### config.mk
export PLATFORM = sky130hd
export DESIGN_NAME = sapr_ctrl
export DESIGN_NICKNAME = d
export VERILOG_FILES = /design/src/inc/sapr_pkg.sv /design/src/sapr_fifo.sv /design/src/sapr_ctrl.sv
export SDC_FILE = /design/constraint.sdc
export NUM_CORES = 1
export LEC_CHECK = 0
export BUFFER_PORTS_ARGS = -buffer_cell sky130_fd_sc_hd__buf_2
export CAP_MARGIN = 5
export CORE_MARGIN = 2
export CORE_UTILIZATION = 50
export DETAILED_ROUTE_END_ITERATION = 8
export PLACE_DENSITY = 0.69
export SLEW_MARGIN = 0
export SYNTH_ARGS = -nofsm -noshare
export SYNTH_HDL_FRONTEND = slang
export SYNTH_SLANG_ARGS = --single-unit
### constraint.sdc
create_clock -name clk -period 5.1 [get_ports clk]
set_clock_uncertainty 0.2 [all_clocks]
set_input_delay 1.275 -clock clk [delete_from_list [all_inputs] [get_ports clk]]
set_output_delay 1.275 -clock clk [all_outputs]
set_load 0.1 [all_outputs]
### src/inc/sapr_pkg.sv
// Package of constants and types for the converter control block.
package sapr_pkg;
   // ==========================================================================
   // Timing
   // ==========================================================================
   localparam int CLK_PERIOD_NS   = 25;
   localparam int CONV_TIME_NS    = 610;
   localparam int CONV_CYCLES     = CONV_TIME_NS / CLK_PERIOD_NS;
   localparam int RST_SAMPLE_NS   = 20;
   localparam int RST_SAMPLE_CYC  =
      (RST_SAMPLE_NS + CLK_PERIOD_NS - 1) / CLK_PERIOD_NS;
   localparam int ABORT_NS        = 50;
   localparam int ABORT_CYC       = ABORT_NS / CLK_PERIOD_NS;
   // ==========================================================================
   // Data layout
   // ==========================================================================
   localparam int RES_W           = 16;
   localparam int BYTE_W          = 8;
   localparam int FIFO_DEPTH      = 8;
   localparam logic [15:0] RES_RESET   = 16'h0000;
   localparam logic [7:0]  FILL_ONES   = 8'hFF;
   localparam logic [7:0]  LFSR_SEED   = 8'h5A;
   localparam logic [7:0]  LFSR_TAPS   = 8'hB8;
   // ==========================================================================
   // States
   // ==========================================================================
   typedef enum logic [1:0] {
      SAPR_RESTART = 2'b00,
      SAPR_SAMPLE  = 2'b01,
      SAPR_CONVERT = 2'b11,
      SAPR_WAIT_CS = 2'b10
   } sapr_state_t;
endpackage

### src/sapr_fifo.sv
// Small synchronous FIFO with valid and ready on both sides.
`timescale 1ns/10ps
module sapr_fifo #(
   parameter int WIDTH = 16,
   parameter int DEPTH = 8
) (
   input  wire logic             clk,
   input  wire logic             nrst,
   input  wire logic [WIDTH-1:0] in_data,
   input  wire logic             in_valid,
   output logic                  in_ready,
   output logic      [WIDTH-1:0] out_data,
   output logic                  out_valid,
   input  wire logic             out_ready
);
   localparam int AW = $clog2(DEPTH);
   logic [WIDTH-1:0] mem [DEPTH];
   logic [AW-1:0]    wr_ptr;
   logic [AW-1:0]    rd_ptr;
   logic [AW:0]      count;
   logic             push;
   logic             pop;

   // Read data comes from a register, so the head is loaded on a pop or
   // whenever the output stage is empty.
   assign push = in_valid && in_ready;
   assign pop  = out_ready && out_valid;

   always_ff @(posedge clk or negedge nrst) begin
      if (!nrst) begin
         wr_ptr <= '0;
      end else if (push) begin
         wr_ptr <= (wr_ptr == AW'(DEPTH - 1)) ? '0 : wr_ptr + 1'b1;
      end
   end

   always_ff @(posedge clk) begin
      if (push) begin
         mem[wr_ptr] <= in_data;
      end
   end

   always_ff @(posedge clk or negedge nrst) begin
      if (!nrst) begin
         rd_ptr    <= '0;
         out_valid <= 1'b0;
         out_data  <= '0;
      end else if ((!out_valid || pop) && count != '0 &&
                   !(count == (AW+1)'(1) && out_valid)) begin
         out_data  <= mem[rd_ptr];
         out_valid <= 1'b1;
         rd_ptr    <= (rd_ptr == AW'(DEPTH - 1)) ? '0 : rd_ptr + 1'b1;
      end else if (pop) begin
         out_valid <= 1'b0;
      end
   end

   // Count covers both the memory and the output register.
   always_ff @(posedge clk or negedge nrst) begin
      if (!nrst) begin
         count <= '0;
      end else if (push && !pop) begin
         count <= count + 1'b1;
      end else if (pop && !push) begin
         count <= count - 1'b1;
      end
   end

   assign in_ready = (count < (AW+1)'(DEPTH));
endmodule // sapr_fifo

### src/sapr_ctrl.sv
// Convert trigger, busy, sampling restart and parallel readout logic.
`timescale 1ns/10ps
// Behaviour
// - The trigger's falling edge moves the converter from sample to hold.
// - Busy rises after the trigger falls and falls when conversion ends.
// - Sampling restarts at busy falling with select low, else at select fall.
// - The result bus is driven only while select and read are both low.
// - The result is straight binary with the MSB on the top bus line.
// - An internal timer ends each conversion within 610 ns.
// - Byte select folds the low result bits onto the upper bus lanes.
// - Byte select high gives low byte on top and all ones below.
// - Reset aborts conversion within 50 ns and clears the output latch.
// - The first sampling period starts at the first clock edge after reset release (20 ns rounded up to one 25 ns cycle).
module sapr_ctrl
   import sapr_pkg::*;
#(
   parameter int CONV_CYC = CONV_CYCLES
) (
   input  wire logic              clk,
   input  wire logic              nrst,
   input  wire logic              conversion_trigger_n,
   input  wire logic              select_n,
   input  wire logic              read_n,
   input  wire logic              byte_sel,
   input  wire logic [RES_W-1:0]  analog_code,
   output logic                   busy,
   output logic                   sampling,
   output logic      [RES_W-1:0]  result_bus_out,
   output logic      [RES_W-1:0]  result_bus_oe,
   output logic                   fifo_overflow
);
   // =========================================================================
   // Edge detection and state
   // =========================================================================
   sapr_state_t state;
   logic        trig_q;
   logic        sel_q;
   logic        trig_fall;
   logic        sel_fall;
   logic [5:0]  conv_cnt;
   logic [1:0]  rst_cnt;
   logic [RES_W-1:0] held_code;
   logic [RES_W-1:0] result_latch;
   logic        conv_done;
   logic [RES_W-1:0] f_out;
   logic        f_valid;
   logic        f_in_ready;
   logic        f_pop;

   assign trig_fall = trig_q && !conversion_trigger_n;
   assign sel_fall  = sel_q && !select_n;
   assign conv_done = (state == SAPR_CONVERT) &&
                      (conv_cnt == 6'(CONV_CYC - 1));

   always_ff @(posedge clk or negedge nrst) begin
      if (!nrst) begin
         trig_q <= 1'b1;
         sel_q  <= 1'b1;
      end else begin
         trig_q <= conversion_trigger_n;
         sel_q  <= select_n;
      end
   end

   // Folded bus view of a result word, used for both the normal and byte
   // modes.
   function automatic logic [RES_W-1:0] fold(input logic [RES_W-1:0] w,
                                             input logic b);
      fold = b ? {w[BYTE_W-1:0], FILL_ONES} : w;
   endfunction

   // =========================================================================
   // Conversion sequencer
   // =========================================================================
   // A trigger is only honoured in sample state with select low; a trigger
   // while converting is ignored since the hold capacitor is already busy.
   always_ff @(posedge clk or negedge nrst) begin
      if (!nrst) begin
         state <= SAPR_RESTART;
      end else begin
         unique case (state)
            SAPR_RESTART: begin
               if (rst_cnt == 2'(RST_SAMPLE_CYC - 1)) begin
                  state <= SAPR_SAMPLE;
               end
            end
            SAPR_SAMPLE: begin
               if (trig_fall && !select_n) begin
                  state <= SAPR_CONVERT;
               end
            end
            SAPR_CONVERT: begin
               if (conv_done) begin
                  state <= select_n ? SAPR_WAIT_CS : SAPR_SAMPLE;
               end
            end
            SAPR_WAIT_CS: begin
               if (sel_fall) begin
                  state <= SAPR_SAMPLE;
               end
            end
         endcase
      end
   end

   always_ff @(posedge clk or negedge nrst) begin
      if (!nrst) begin
         rst_cnt <= '0;
      end else if (state == SAPR_RESTART) begin
         rst_cnt <= rst_cnt + 1'b1;
      end
   end

   always_ff @(posedge clk or negedge nrst) begin
      if (!nrst) begin
         conv_cnt <= '0;
      end else if (state == SAPR_CONVERT && !conv_done) begin
         conv_cnt <= conv_cnt + 1'b1;
      end else begin
         conv_cnt <= '0;
      end
   end

   // Sample/hold: the input code is frozen at the trigger edge.
   always_ff @(posedge clk or negedge nrst) begin
      if (!nrst) begin
         held_code <= RES_RESET;
      end else if (state == SAPR_SAMPLE && trig_fall && !select_n) begin
         held_code <= analog_code;
      end
   end

   always_ff @(posedge clk or negedge nrst) begin
      if (!nrst) begin
         busy     <= 1'b0;
         sampling <= 1'b0;
      end else begin
         busy     <= (state == SAPR_SAMPLE && trig_fall && !select_n) ||
                     (state == SAPR_CONVERT && !conv_done);
         sampling <= (state == SAPR_RESTART &&
                      rst_cnt == 2'(RST_SAMPLE_CYC - 1)) ||
                     (state == SAPR_SAMPLE &&
                      !(trig_fall && !select_n)) ||
                     (state == SAPR_CONVERT && conv_done && !select_n) ||
                     (state == SAPR_WAIT_CS && sel_fall);
      end
   end

   // =========================================================================
   // Result path
   // =========================================================================
   // Results queue in a FIFO so a slow host that misses a read window does
   // not lose words; each completed read with byte select low pops the head.  The FIFO stalls
   // when the host reads nothing, and a result that finds it full is
   // dropped and flagged rather than overwriting older data.
   sapr_fifo #(
      .WIDTH (RES_W),
      .DEPTH (FIFO_DEPTH)
   ) u_fifo (
      .clk       (clk),
      .nrst      (nrst),
      .in_data   (held_code),
      .in_valid  (conv_done),
      .in_ready  (f_in_ready),
      .out_data  (f_out),
      .out_valid (f_valid),
      .out_ready (f_pop)
   );

   logic rd_act;
   logic rd_act_q;
   assign rd_act = !select_n && !read_n;
   assign f_pop  = rd_act_q && !rd_act && byte_sel == 1'b0 &&
                   f_valid && result_latch == f_out;

   always_ff @(posedge clk or negedge nrst) begin
      if (!nrst) begin
         rd_act_q <= 1'b0;
      end else begin
         rd_act_q <= rd_act;
      end
   end

   always_ff @(posedge clk or negedge nrst) begin
      if (!nrst) begin
         fifo_overflow <= 1'b0;
      end else if (conv_done && !f_in_ready) begin
         fifo_overflow <= 1'b1;
      end
   end

   // The latch shows the oldest queued result; it clears on reset.
   always_ff @(posedge clk or negedge nrst) begin
      if (!nrst) begin
         result_latch <= RES_RESET;
      end else if (f_valid) begin
         result_latch <= f_out;
      end
   end

   always_ff @(posedge clk or negedge nrst) begin
      if (!nrst) begin
         result_bus_out <= RES_RESET;
         result_bus_oe  <= '0;
      end else begin
         result_bus_out <= fold(f_valid ? f_out : result_latch, byte_sel);
         result_bus_oe  <= {RES_W{rd_act}};
      end
   end

   // Counts busy cycles so that the length of a whole conversion is checked
   // against the timer setting, independent of the sequencer's own counter.
   logic [5:0]  busy_len;

   always_ff @(posedge clk or negedge nrst) begin
      if (!nrst) begin
         busy_len <= '0;
      end else if (busy) begin
         busy_len <= busy_len + 1'b1;
      end else begin
         busy_len <= '0;
      end
   end
endmodule // sapr_ctrl

# [Word level (Yosys, flattened, before mapping)]
# Memories as Yosys holds them, arrays and structs flattened. A register that Yosys moved wholly into a read port is not among the register bits.
# Index checks and enable logic that the tools add are counted.
[word_totals] input_bits=22 mem_bits_rw=128 reg_bits=76 latch_bits=0 wordCells=103 mem_count=1 mem_bits_ro=0 output_inout_bits=35
[mem_list] name="u_fifo.mem" words=8 word_bits=16 rd=1 rd_ports_with_merged_regs=1 wr=1 line_no="sapr_fifo.sv:17" source="logic [WIDTH-1:0] mem [DEPTH];"
[classes] bitwise=1 n_div=0 order_cmp=1 reduce_logical=48 add_sub_neg=6 shifts=0 n_eq_ne=12 multipliers=0 mux=17
[ops] cell="$mux 16" n=2
[ops] cell="$logic_and 1x1->1" n=25
[ops] cell="$eq 16x16->1" n=1
[ops] cell="$logic_not 1->1" n=12
[ops] cell="$mux 2" n=5
[ops] cell="$mux 4" n=2
[ops] cell="$ne 2x2->1 const B" n=4
[ops] cell="$pmux 2 s4" n=1
[ops] cell="$add 3x1->3 const B" n=2
[ops] cell="$add 6x1->6 const B" n=1
[ops] cell="$eq 3x3->1 const B" n=2
[ops] cell="$eq 6x5->1 const B" n=1
[ops] cell="$mux 3" n=2
[ops] cell="$mux 6" n=1
[ops] cell="$logic_or 1x1->1" n=5
[ops] cell="$add 4x1->4 const B" n=1
[ops] cell="$eq 2x2->1 const B" n=2
[ops] cell="$eq 4x1->1 const B" n=1
[ops] cell="$logic_not 2->1" n=2
[ops] cell="$lt 4x4->1 const B" n=1
[ops] cell="$mux 1" n=4
[ops] cell="$reduce_and 4->1" n=1
[ops] cell="$reduce_bool 2->1" n=2
[ops] cell="$reduce_bool 4->1" n=1
[ops] cell="other kinds (4)" n=4

# [Logic depth before layout (Yosys ltp)]
# Gate-level depths: netlist (run 1).
[depth] word_depth=12 depth_mapped=9 ltp_nobuf=9

# [Modules after synthesis]
# A second synthesis (run 1) with hierarchy kept.
[hier_totals] hier_cells=598 hier_area_um2=8927.3
[modules_own_cells] mod="sapr_fifo" instances=1 area_per_inst_um2=6140.9 seq_area_each_um2=4519.3 cells_each=376
[modules_own_cells] mod="sapr_ctrl" instances=1 area_per_inst_um2=2786.4 seq_area_each_um2=1604.0 cells_each=222

# [Worst setup path before layout (run 1)]
# OpenSTA, ideal clock, no wires.
[synth_timing] path_kind="input to register" startpoint="input port read_n" endpoint="register u_fifo.count[3]" stages=7 required_ns=4.821 setup_ns=0.079 t_arrival_ns=2.715 setup_slack_ns=2.105 n_path_buf=0 cell_sequence="nor2_1 > nor3_2 > nand3_1 > ha_1 > or4_1 > a21oi_1 > xor2_1"
[synth_via] elab_chain_len=11 word_cells_on_any_way=13 cone_classes="1 x mux; 12 x reduce/logical"
[synth_rtl] element="start: declaration" line_no="sapr_ctrl.sv:23" source="input wire logic read_n,"
[synth_rtl] element="$logic_not 1->1 (*)" line_no="sapr_ctrl.sv:172" source="assign rd_act = !select_n && !read_n;"
[synth_rtl] element="$logic_and 1x1->1 (*)" line_no="sapr_ctrl.sv:172"
[synth_rtl] element="$logic_not 1->1 (*)" line_no="sapr_ctrl.sv:173" source="assign f_pop = rd_act_q && !rd_act && byte_sel == 1'b0 &&"
[synth_rtl] element="$logic_and 1x1->1 (*) (3 in a row)" line_no="sapr_ctrl.sv:173"
[synth_rtl] element="$logic_and 1x1->1 (*)" line_no="sapr_ctrl.sv:174" source="f_valid && result_latch == f_out;"
[synth_rtl] element="$logic_and 1x1->1 (*)" line_no="sapr_fifo.sv:27" source="assign pop = out_ready && out_valid;"
[synth_rtl] element="$logic_not 1->1" line_no="sapr_fifo.sv:62" source="end else if (push && !pop) begin"
[synth_rtl] element="$logic_and 1x1->1" line_no="sapr_fifo.sv:62"
[synth_rtl] element="$mux 4 / $reduce_bool 2->1 (equally long branches)"
[synth_rtl] element="end signal: assignment" line_no="sapr_fifo.sv:63" source="count <= count + 1'b1;"
[synth_rtl] element="end signal: assignment" line_no="sapr_fifo.sv:65" source="count <= count - 1'b1;"
[synth_rtl] element="end: declaration" line_no="sapr_fifo.sv:20" source="logic [AW:0] count;"
# Mark *: on every way between the ends. The rest lies on a longest branch, timed or not.
# A chain may end at the register's enable or synchronous reset.

# [Final worst setup path (run 1)]
[layout_timing] startpoint="register u_fifo.out_valid" endpoint="register u_fifo.count[3]"
[layout_via] elab_chain_len=6 word_cells_on_any_way=8 cone_classes="1 x mux; 7 x reduce/logical"
[layout_rtl] element="start: declaration" line_no="sapr_fifo.sv:13" source="output logic out_valid,"
[layout_rtl] element="start signal: assignment" line_no="sapr_fifo.sv:46" source="out_valid <= 1'b0;"
[layout_rtl] element="start signal: assignment" line_no="sapr_fifo.sv:51" source="out_valid <= 1'b1;"
[layout_rtl] element="start signal: assignment" line_no="sapr_fifo.sv:54" source="out_valid <= 1'b0;"
[layout_rtl] element="$logic_and 1x1->1" line_no="sapr_ctrl.sv:173"
[layout_rtl] element="$logic_and 1x1->1" line_no="sapr_ctrl.sv:174"
[layout_rtl] element="$logic_and 1x1->1 (*)" line_no="sapr_fifo.sv:27"
[layout_rtl] element="$logic_not 1->1" line_no="sapr_fifo.sv:62"
[layout_rtl] element="$logic_and 1x1->1" line_no="sapr_fifo.sv:62"
[layout_rtl] element="$mux 4 / $reduce_bool 2->1 (equally long branches)"
# Marked as above.

==> metrics.md, run 1 <==
| Metric | Value |
|---|---|
| Syn Nets | 600 |
| Routed Antenna Nets | 0 |
| Number of nets in the layout | 642 |
| Clk pin slew, worst setup/hold paths | 0.06 ns |
| Worst-case reg-to-reg path depth | 7 |
| Category of the worst setup path launch point | flip-flop |
| Kind of end point of the critical path | flip-flop |
| WL/cell | 18.8 um |
| Clock latency at the later pin of the worst-skew pair | 0.52 ns |
| GPL Wtd Cong | 0.753 |
| Number of buffers on the longest clock path | 3 |
| Worst setup path class | flip-flop to flip-flop |
| Wire length of the first global-routing pass | 26.0 mm |
| Synthesized area per cell | 16.0 um^2 |
| Router iterations before antenna repair | 6 |
| Total of hold buffers inserted after clock tree synthesis | 0 |
| Floorplan row count | 49 |
| Via density per instance | roughly 5.6 |
| Power per cell area | 491 nW/um^2 |
| DRC marker count from the first detailed-route iteration | between 300 and 400 |
| Cell type of the slowest stage on the worst timing path | sky130_fd_sc_hd__dfrtp_1 |
| Largest net degree at the start of global routing | 59 |
| Final period utilization | around 60% |
| Count of pins over their slew limit | 0 |
| Ports | 57 |
| Final routed DRC violation total | 0 |
| Warnings from Yosys | 0 |
| Global routing usage summed across all routing layers | 16.9% |
| Fraction of synthesized cell area taken by the top area cell type | 42.2% |
| Number of setup violations in the final report | 0 |
| Launch instance of the worst min-delay path | conv_cnt[0] |
| Worst r2r src | u_fifo.out_valid |
| Maximum clock frequency | roughly 320 MHz |
| EDFF count, synth | 128 |
| Status | finished, final reports clean |
| Post-CTS setup-driven buffer insertion count | 0 |
| Static Leak | 4.26 nW |
| Cell depth of the worst setup path | 7 |
| Synthesized cell area | 9110 um^2 |
| Number of sinks driven by the clock tree | 219 |
| Most used flip-flop cell after synthesis | sky130_fd_sc_hd__edfxtp_1 |
| Distinct cell type count of the synthesized netlist | 48 |
| Number of I/O port buffers | 56 |
| Kind of path behind the tightest hold check | flip-flop to flip-flop |
| Largest stage delay on the critical path | around 1.1 ns |
| TritonCTS clock tree | done |
| Post-layout total power | 5.03 mW |
| Number of antenna violations at the first check in global routing | 0 |
| GRT overflow | 0 |
| Vias | 4789 |
| Buffer and inverter count on the worst path | 0 |
| Number of hold-slack violations in the final timing report | 0 |
| Clock Tree Root | sky130_fd_sc_hd__clkbuf_16 |
| WHS Endpoint | conv_cnt[0] |
| Cell count of the worst hold path | 1 |
| Critical register-to-register path endpoint | u_fifo.count[3] |
| Vias in the first global route | ~4800 |
| Crit path DAT | ~3.3 ns |
| Layout cells sized above 1 | a little over a quarter |
| Ant. Diodes | 0 |
| Data required time of the worst path | 5.33 ns |
| Die Ht | 139 um |
| Library cell occupying the most area in the post-synthesis netlist | sky130_fd_sc_hd__edfxtp_1 |
| Setup repair after global routing missed its margin | false |
| Area Overhead vs Synth | 12.6% |
| HPWL Detailed | 9.85 mm |
| Initial Utilization | 50.9% |
| Maximum vdd drop | between 0.3 and 0.4 mV |
| Overall die width | between 100 and 150 um |
| Aggregate negative setup slack | 0 ns |
| Die outline area | 19300 um^2 |
| Yosys reg bits | about 220 |
| Slew of the pin with the lowest slew margin | about 1.2 ns |
| Worst R2R Setup Slack | 2.02 ns |
| Fraction of the yosys area taken by sequential cells | 67.2% |
| Fraction of registers with async set or reset after synthesis | 41.6% |
| Critical-path maximum fanout | 27 |
| Most instantiated cells after synthesis | sky130_fd_sc_hd__edfxtp_1 (128), sky130_fd_sc_hd__dfrtp_1 (89), sky130_fd_sc_hd__mux4_2 (32), sky130_fd_sc_hd__nand2_1 (32), sky130_fd_sc_hd__nor2_1 (30) |
| Cell-by-cell trace of the critical path | nand2_1 -> nor3_2 -> nand3_1 -> ha_1 -> or4_1 -> a21oi_1 -> xor2_1 |
| Max_slew headroom | around 22% |
| Cells taking the most area after synthesis | sky130_fd_sc_hd__edfxtp_1 (42%), sky130_fd_sc_hd__dfrtp_1 (24%), sky130_fd_sc_hd__mux4_2 (7.9%), sky130_fd_sc_hd__mux2i_1 (3.0%), sky130_fd_sc_hd__mux2_2 (2.0%) |
| Routed wire length | around 16 mm |
| Cell family with most CP delay | simple AND/OR/NAND/NOR gates |
| Max-cap violations | 0 |
| Total core area | 17900 um^2 |
| # H-tree levels | 1 |
| Total clock buffers created by CTS | 23 |
| Clock period minus final worst setup slack | between 3 and 4 ns |
| Post-synthesis instance total | 568 |
| Cell with the most instances after synthesis | sky130_fd_sc_hd__edfxtp_1 |
| Number of gates resized after cts | 0 |
## area by class of cell
cell class / count / area [um^2]
Clock buffer: 31 / 656
Timing Repair Buffer: 60 / 313
Sequential cell: 219 / 6130
Inverter: 15 / 56.3
Multi-Input combinational cell: 291 / 2700
Tap cell: 229 / 287
Clock inverter: 11 / 120
Fill cell: 1364 / 7640
## state kept, by name, summed over array words and instances (netlist names), 2 cells and up
register         cells
u_fifo.mem         128
held_code           16
result_bus_out      16
result_latch        16
u_fifo.out_data     16
conv_cnt             6
u_fifo.count         4
u_fifo.rd_ptr        3
u_fifo.wr_ptr        3
rst_cnt              2
state                2
## layer usage
layer	share of wire [%]	global-route usage (%)
met5	0	0
met4	2.0	4.20
met3	5.0	3.31
met2	48	27.9
met1	45	23.3
## where the power goes
group | leakage, nW | internal [mW] | switching [mW]
Clock | 0.384 | 1.01 | 0.668
Combinational | 1.60 | 0.309 | 0.608
Sequential | 2.28 | 2.20 | 0.242
Total | 4.26 | 3.52 | 1.52
## kinds of logic after synthesis
family / Yosys count / share of synthesized area (%)
fa+ha+maj: 10 / 1.37
flops: 219 / 67.2
buf+inv: 58 / 3.58
compound gates: 57 / 4.76
mux: 87 / 14.3
simple gates: 112 / 6.36
xor+xnor: 25 / 2.40
## worst max path at each step
stage,start,end,slack (ns)
after CTS,result_bus_oe[0],result_bus_oe[4],2.01
after global placement,byte_sel,u_fifo.count[3],1.73
after detailed placement,byte_sel,u_fifo.count[3],1.66
after global routing,u_fifo.out_valid,u_fifo.count[3],1.76
final,u_fifo.out_valid,u_fifo.count[3],2.02
after floorplan,read_n,u_fifo.count[3],2.11
## cell usage in the layout (no fill, tap or decap), types with 12 or more instances in the layout
| master | count |
|---|---|
| sky130_fd_sc_hd__buf_2 | 55 |
| sky130_fd_sc_hd__edfxtp_1 | 128 |
| sky130_fd_sc_hd__nor2_1 | 24 |
| sky130_fd_sc_hd__mux4_2 | 32 |
| sky130_fd_sc_hd__nand2_1 | 32 |
| sky130_fd_sc_hd__mux2_1 | 12 |
| sky130_fd_sc_hd__a211o_1 | 16 |
| sky130_fd_sc_hd__inv_1 | 15 |
| sky130_fd_sc_hd__mux2_2 | 16 |
| sky130_fd_sc_hd__mux2i_1 | 27 |
| sky130_fd_sc_hd__dfrtp_1 | 87 |
| sky130_fd_sc_hd__clkbuf_16 | 23 |
| sky130_fd_sc_hd__xnor2_1 | 16 |
| sky130_fd_sc_hd__o31a_1 | 16 |
## through the flow
step	instance area [um^2]	hold WS, ns	std cells	util (%)	setup WS [ns]
floorplan	9110	0.233	568	-	2.11
CTS	10300	0.266	856	57.3	2.01
global placement	9480	0.246	814	53.0	1.73
finish	10300	0.264	856	57.3	2.02
detailed placement	9480	0.258	814	53.0	1.66
global route	10300	0.288	856	57.3	1.76
(Power assumes the default switching activity.)
==> run 2: changes to the inputs <==
==> constraint.sdc (replaced) <==
create_clock -name clk -period 2.85 [get_ports clk]
set_clock_uncertainty 0.2 [all_clocks]
set_input_delay 0.7125 -clock clk [delete_from_list [all_inputs] [get_ports clk]]
set_output_delay 0.7125 -clock clk [all_outputs]
set_load 0.1 [all_outputs]
==> metrics.md, run 2 (synthesis results as in run 1) <==
| Metric | Value |
|---|---|
| Number of antenna violations at the first check in global routing | 0 (unchanged) |
| Overall die width | 139 um (unchanged) |
| Most common library cell in the layout ignoring fill and taps | sky130_fd_sc_hd__edfxtp_1 |
| Total core area | 17900 um^2 (unchanged) |
| Cell area after layout | 10500 um^2 (+2.1%) |
| Most used cells in the layout excluding fill and tap cells | sky130_fd_sc_hd__edfxtp_1 (128), sky130_fd_sc_hd__dfrtp_1 (88), sky130_fd_sc_hd__buf_2 (55), sky130_fd_sc_hd__nand2_1 (32), sky130_fd_sc_hd__mux4_2 (32) |
| Number of gates resized after cts | 0 (unchanged) |
| Combinational cell fraction of total power | 18.5% (+0.3 points) |
| Slew of the pin with the lowest slew margin | 1.13 ns (-0.0336 ns) |
| Setup repair after global routing missed its margin | false |
| Maximum clock frequency | 372 MHz (+15%) |
| Routed Antenna Nets | 0 (unchanged) |
| Register with the most flip-flops | u_fifo.mem |
| TritonCTS clock tree | done |
| Area Overhead vs Synth | 14.9% |
| GPL Wtd Cong | 0.770 (+2.2%) |
| Wire length of the first global-routing pass | 27.2 mm (+4.5%) |
| Cell type of the slowest stage on the worst timing path | sky130_fd_sc_hd__or4_1 |
| Floorplan row count | 49 (unchanged) |
| Buffer and inverter count on the worst path | 0 (unchanged) |
| Crit path DAT | 2.92 ns (-0.39 ns) |
| Worst setup path class | flip-flop to flip-flop |
| Number of buffers on the longest clock path | 3 (unchanged) |
| Kind of end point of the critical path | flip-flop |
| Total of hold buffers inserted after clock tree synthesis | 1 (+1) |
| Layout cells sized above 1 | 26.8% (+0.62 points) |
| Initial Utilization | 50.9% (unchanged) |
| Post-CTS setup-driven buffer insertion count | 0 (unchanged) |
| Critical-path maximum fanout | 4 (-85%) |
| Data required time of the worst path | 3.08 ns (-2.25 ns) |
| Fillers | 1375 (+0.81%) |
| Cell-by-cell trace of the critical path | xnor2_1 -> nand4_1 -> nor3_1 -> nand3_1 -> ha_1 -> or4_1 -> a21oi_1 -> xor2_1 |
| Maximum vdd drop | 0.767 mV (+100%) |
| Clk pin slew, worst setup/hold paths | 0.06 ns (about the same) |
| Clock period minus final worst setup slack | 2.69 ns (-0.393 ns) |
| Number of nets in the layout | 661 (+3.0%) |
| HPWL Detailed | 10.4 mm (+5.5%) |
| Total clock buffers created by CTS | 23 (unchanged) |
| Relative contribution of the clock network to total power | 33.1% (-0.2 points) |
| Number of setup violations in the final report | 0 (unchanged) |
| Number of sinks driven by the clock tree | 219 (unchanged) |
| Clock Tree Root | sky130_fd_sc_hd__clkbuf_16 |
| DRC marker count from the first detailed-route iteration | 342 (-14%) |
| Utilization after layout | 58.5% (+1.2 points) |
| Die outline area | 19300 um^2 (unchanged) |
| Area after detailed placement | 9690 um^2 (+2.2%) |
| Routed wire length | 16.7 mm (+3.6%) |
| Largest stage delay on the critical path | 0.49 ns (-0.59 ns) |
| # H-tree levels | 1 (unchanged) |
| Ant. Diodes | 0 (unchanged) |
| WL/cell | 19.0 um (+1.4%) |
| Count of pins over their slew limit | 0 (unchanged) |
| Router iterations before antenna repair | 4 (-2) |
| Static Leak | 4.40 nW (+3.3%) |
| Final routed DRC violation total | 0 (unchanged) |
| Number of I/O port buffers | 56 (unchanged) |
| Max_slew headroom | 24.2% (+2.0 points) |
| Final period utilization | 94.3% (+34 points) |
| Switching part of the total power | 30.1% (-0.055 points) |
| Cell family with most CP delay | simple AND/OR/NAND/NOR gates |
| Number of hold-slack violations in the final timing report | 0 (unchanged) |
| Die Ht | 139 um (unchanged) |
| GRT overflow | 0 (unchanged) |
| Number of flip-flops under the largest register name | 128 (unchanged) |
| Post-layout total power | 9.02 mW (+79%) |
| Vias | 4859 (+1.5%) |
| Global routing usage summed across all routing layers | 17.7% (+0.81 points) |
| Ports | 57 (unchanged) |
| Clock latency at the later pin of the worst-skew pair | 0.52 ns (about the same) |
| Switching power | 2.71 mW (+79%) |
| Kind of path behind the tightest hold check | primary input to flip-flop |
| Category of the worst setup path launch point | flip-flop |
| Vias in the first global route | 4999 (+3.3%) |
| Sequential group share of total power | 48.4% (about the same) |
| Max-cap violations | 0 (unchanged) |
| Status | finished, final reports clean |
| Aggregate negative setup slack | 0 ns (unchanged) |
| Power per cell area | 861 nW/um^2 (+76%) |
| Largest net degree at the start of global routing | 52 (-12%) |
| Cell internal pwr | 6.31 mW (+79%) |
| Via density per instance | 5.55 (-0.74%) |
[run 2: metal layers]
metal / wire length (um) / vias up / global-route usage [%]
li1: - / 2242 / -
met1: 7380 / 2492 / 24.4
met2: 8270 / 98 / 29.7
met3: 641 / 27 / 2.94
met4: 377 / 0 / 4.47
met5: 0 / - / 0
[run 2: worst paths after layout]
kind,slack [ns],depth (start not counted),start,endpoint
max,0.16,8,u_fifo.out_data[13],u_fifo.count[3]
min,0.12,1,conversion_trigger_n,trig_q
max reg2reg,0.16,8,u_fifo.out_data[13],u_fifo.count[3]
min reg2reg,0.26,1,conv_cnt[0],conv_cnt[0]
max in group asynchronous,1.32,3,nrst,trig_q
min in group asynchronous,0.46,2,nrst,u_fifo.out_data[6]
[run 2: through the flow]
stage,hold slack [ns],setup slack [ns],cells
3_5_place_dp,0.255,0.209,832
5_1_grt,0.112,0.120,875
3_3_place_gp,0.246,0.311,832
2_1_floorplan,0.217,0.332,568
4_1_cts,0.106,0.248,875
6_report,0.123,0.164,875
[run 2: area by class of cell]
cell class / instances / area (um^2) / area share, %
well taps: 229 / 287 / 2.74
inverters: 15 / 56.3 / 0.538
clock buffers: 33 / 663 / 6.33
repair buffers: 79 / 558 / 5.33
clock inverters: 9 / 108 / 1.03
multi-input cells: 291 / 2670 / 25.5
flip-flops and latches: 219 / 6120 / 58.5
[run 2: power groups by stage]
stage	logic, mW	clock network (mW)	registers (mW)
6_report	1.67	2.98	4.36
5_1_grt	1.82	3.16	4.44
4_1_cts	1.68	3.05	4.37
3_5_place_dp	1.66	0	4.43
3_3_place_gp	1.63	0	4.38
2_1_floorplan	1.01	0	4.67
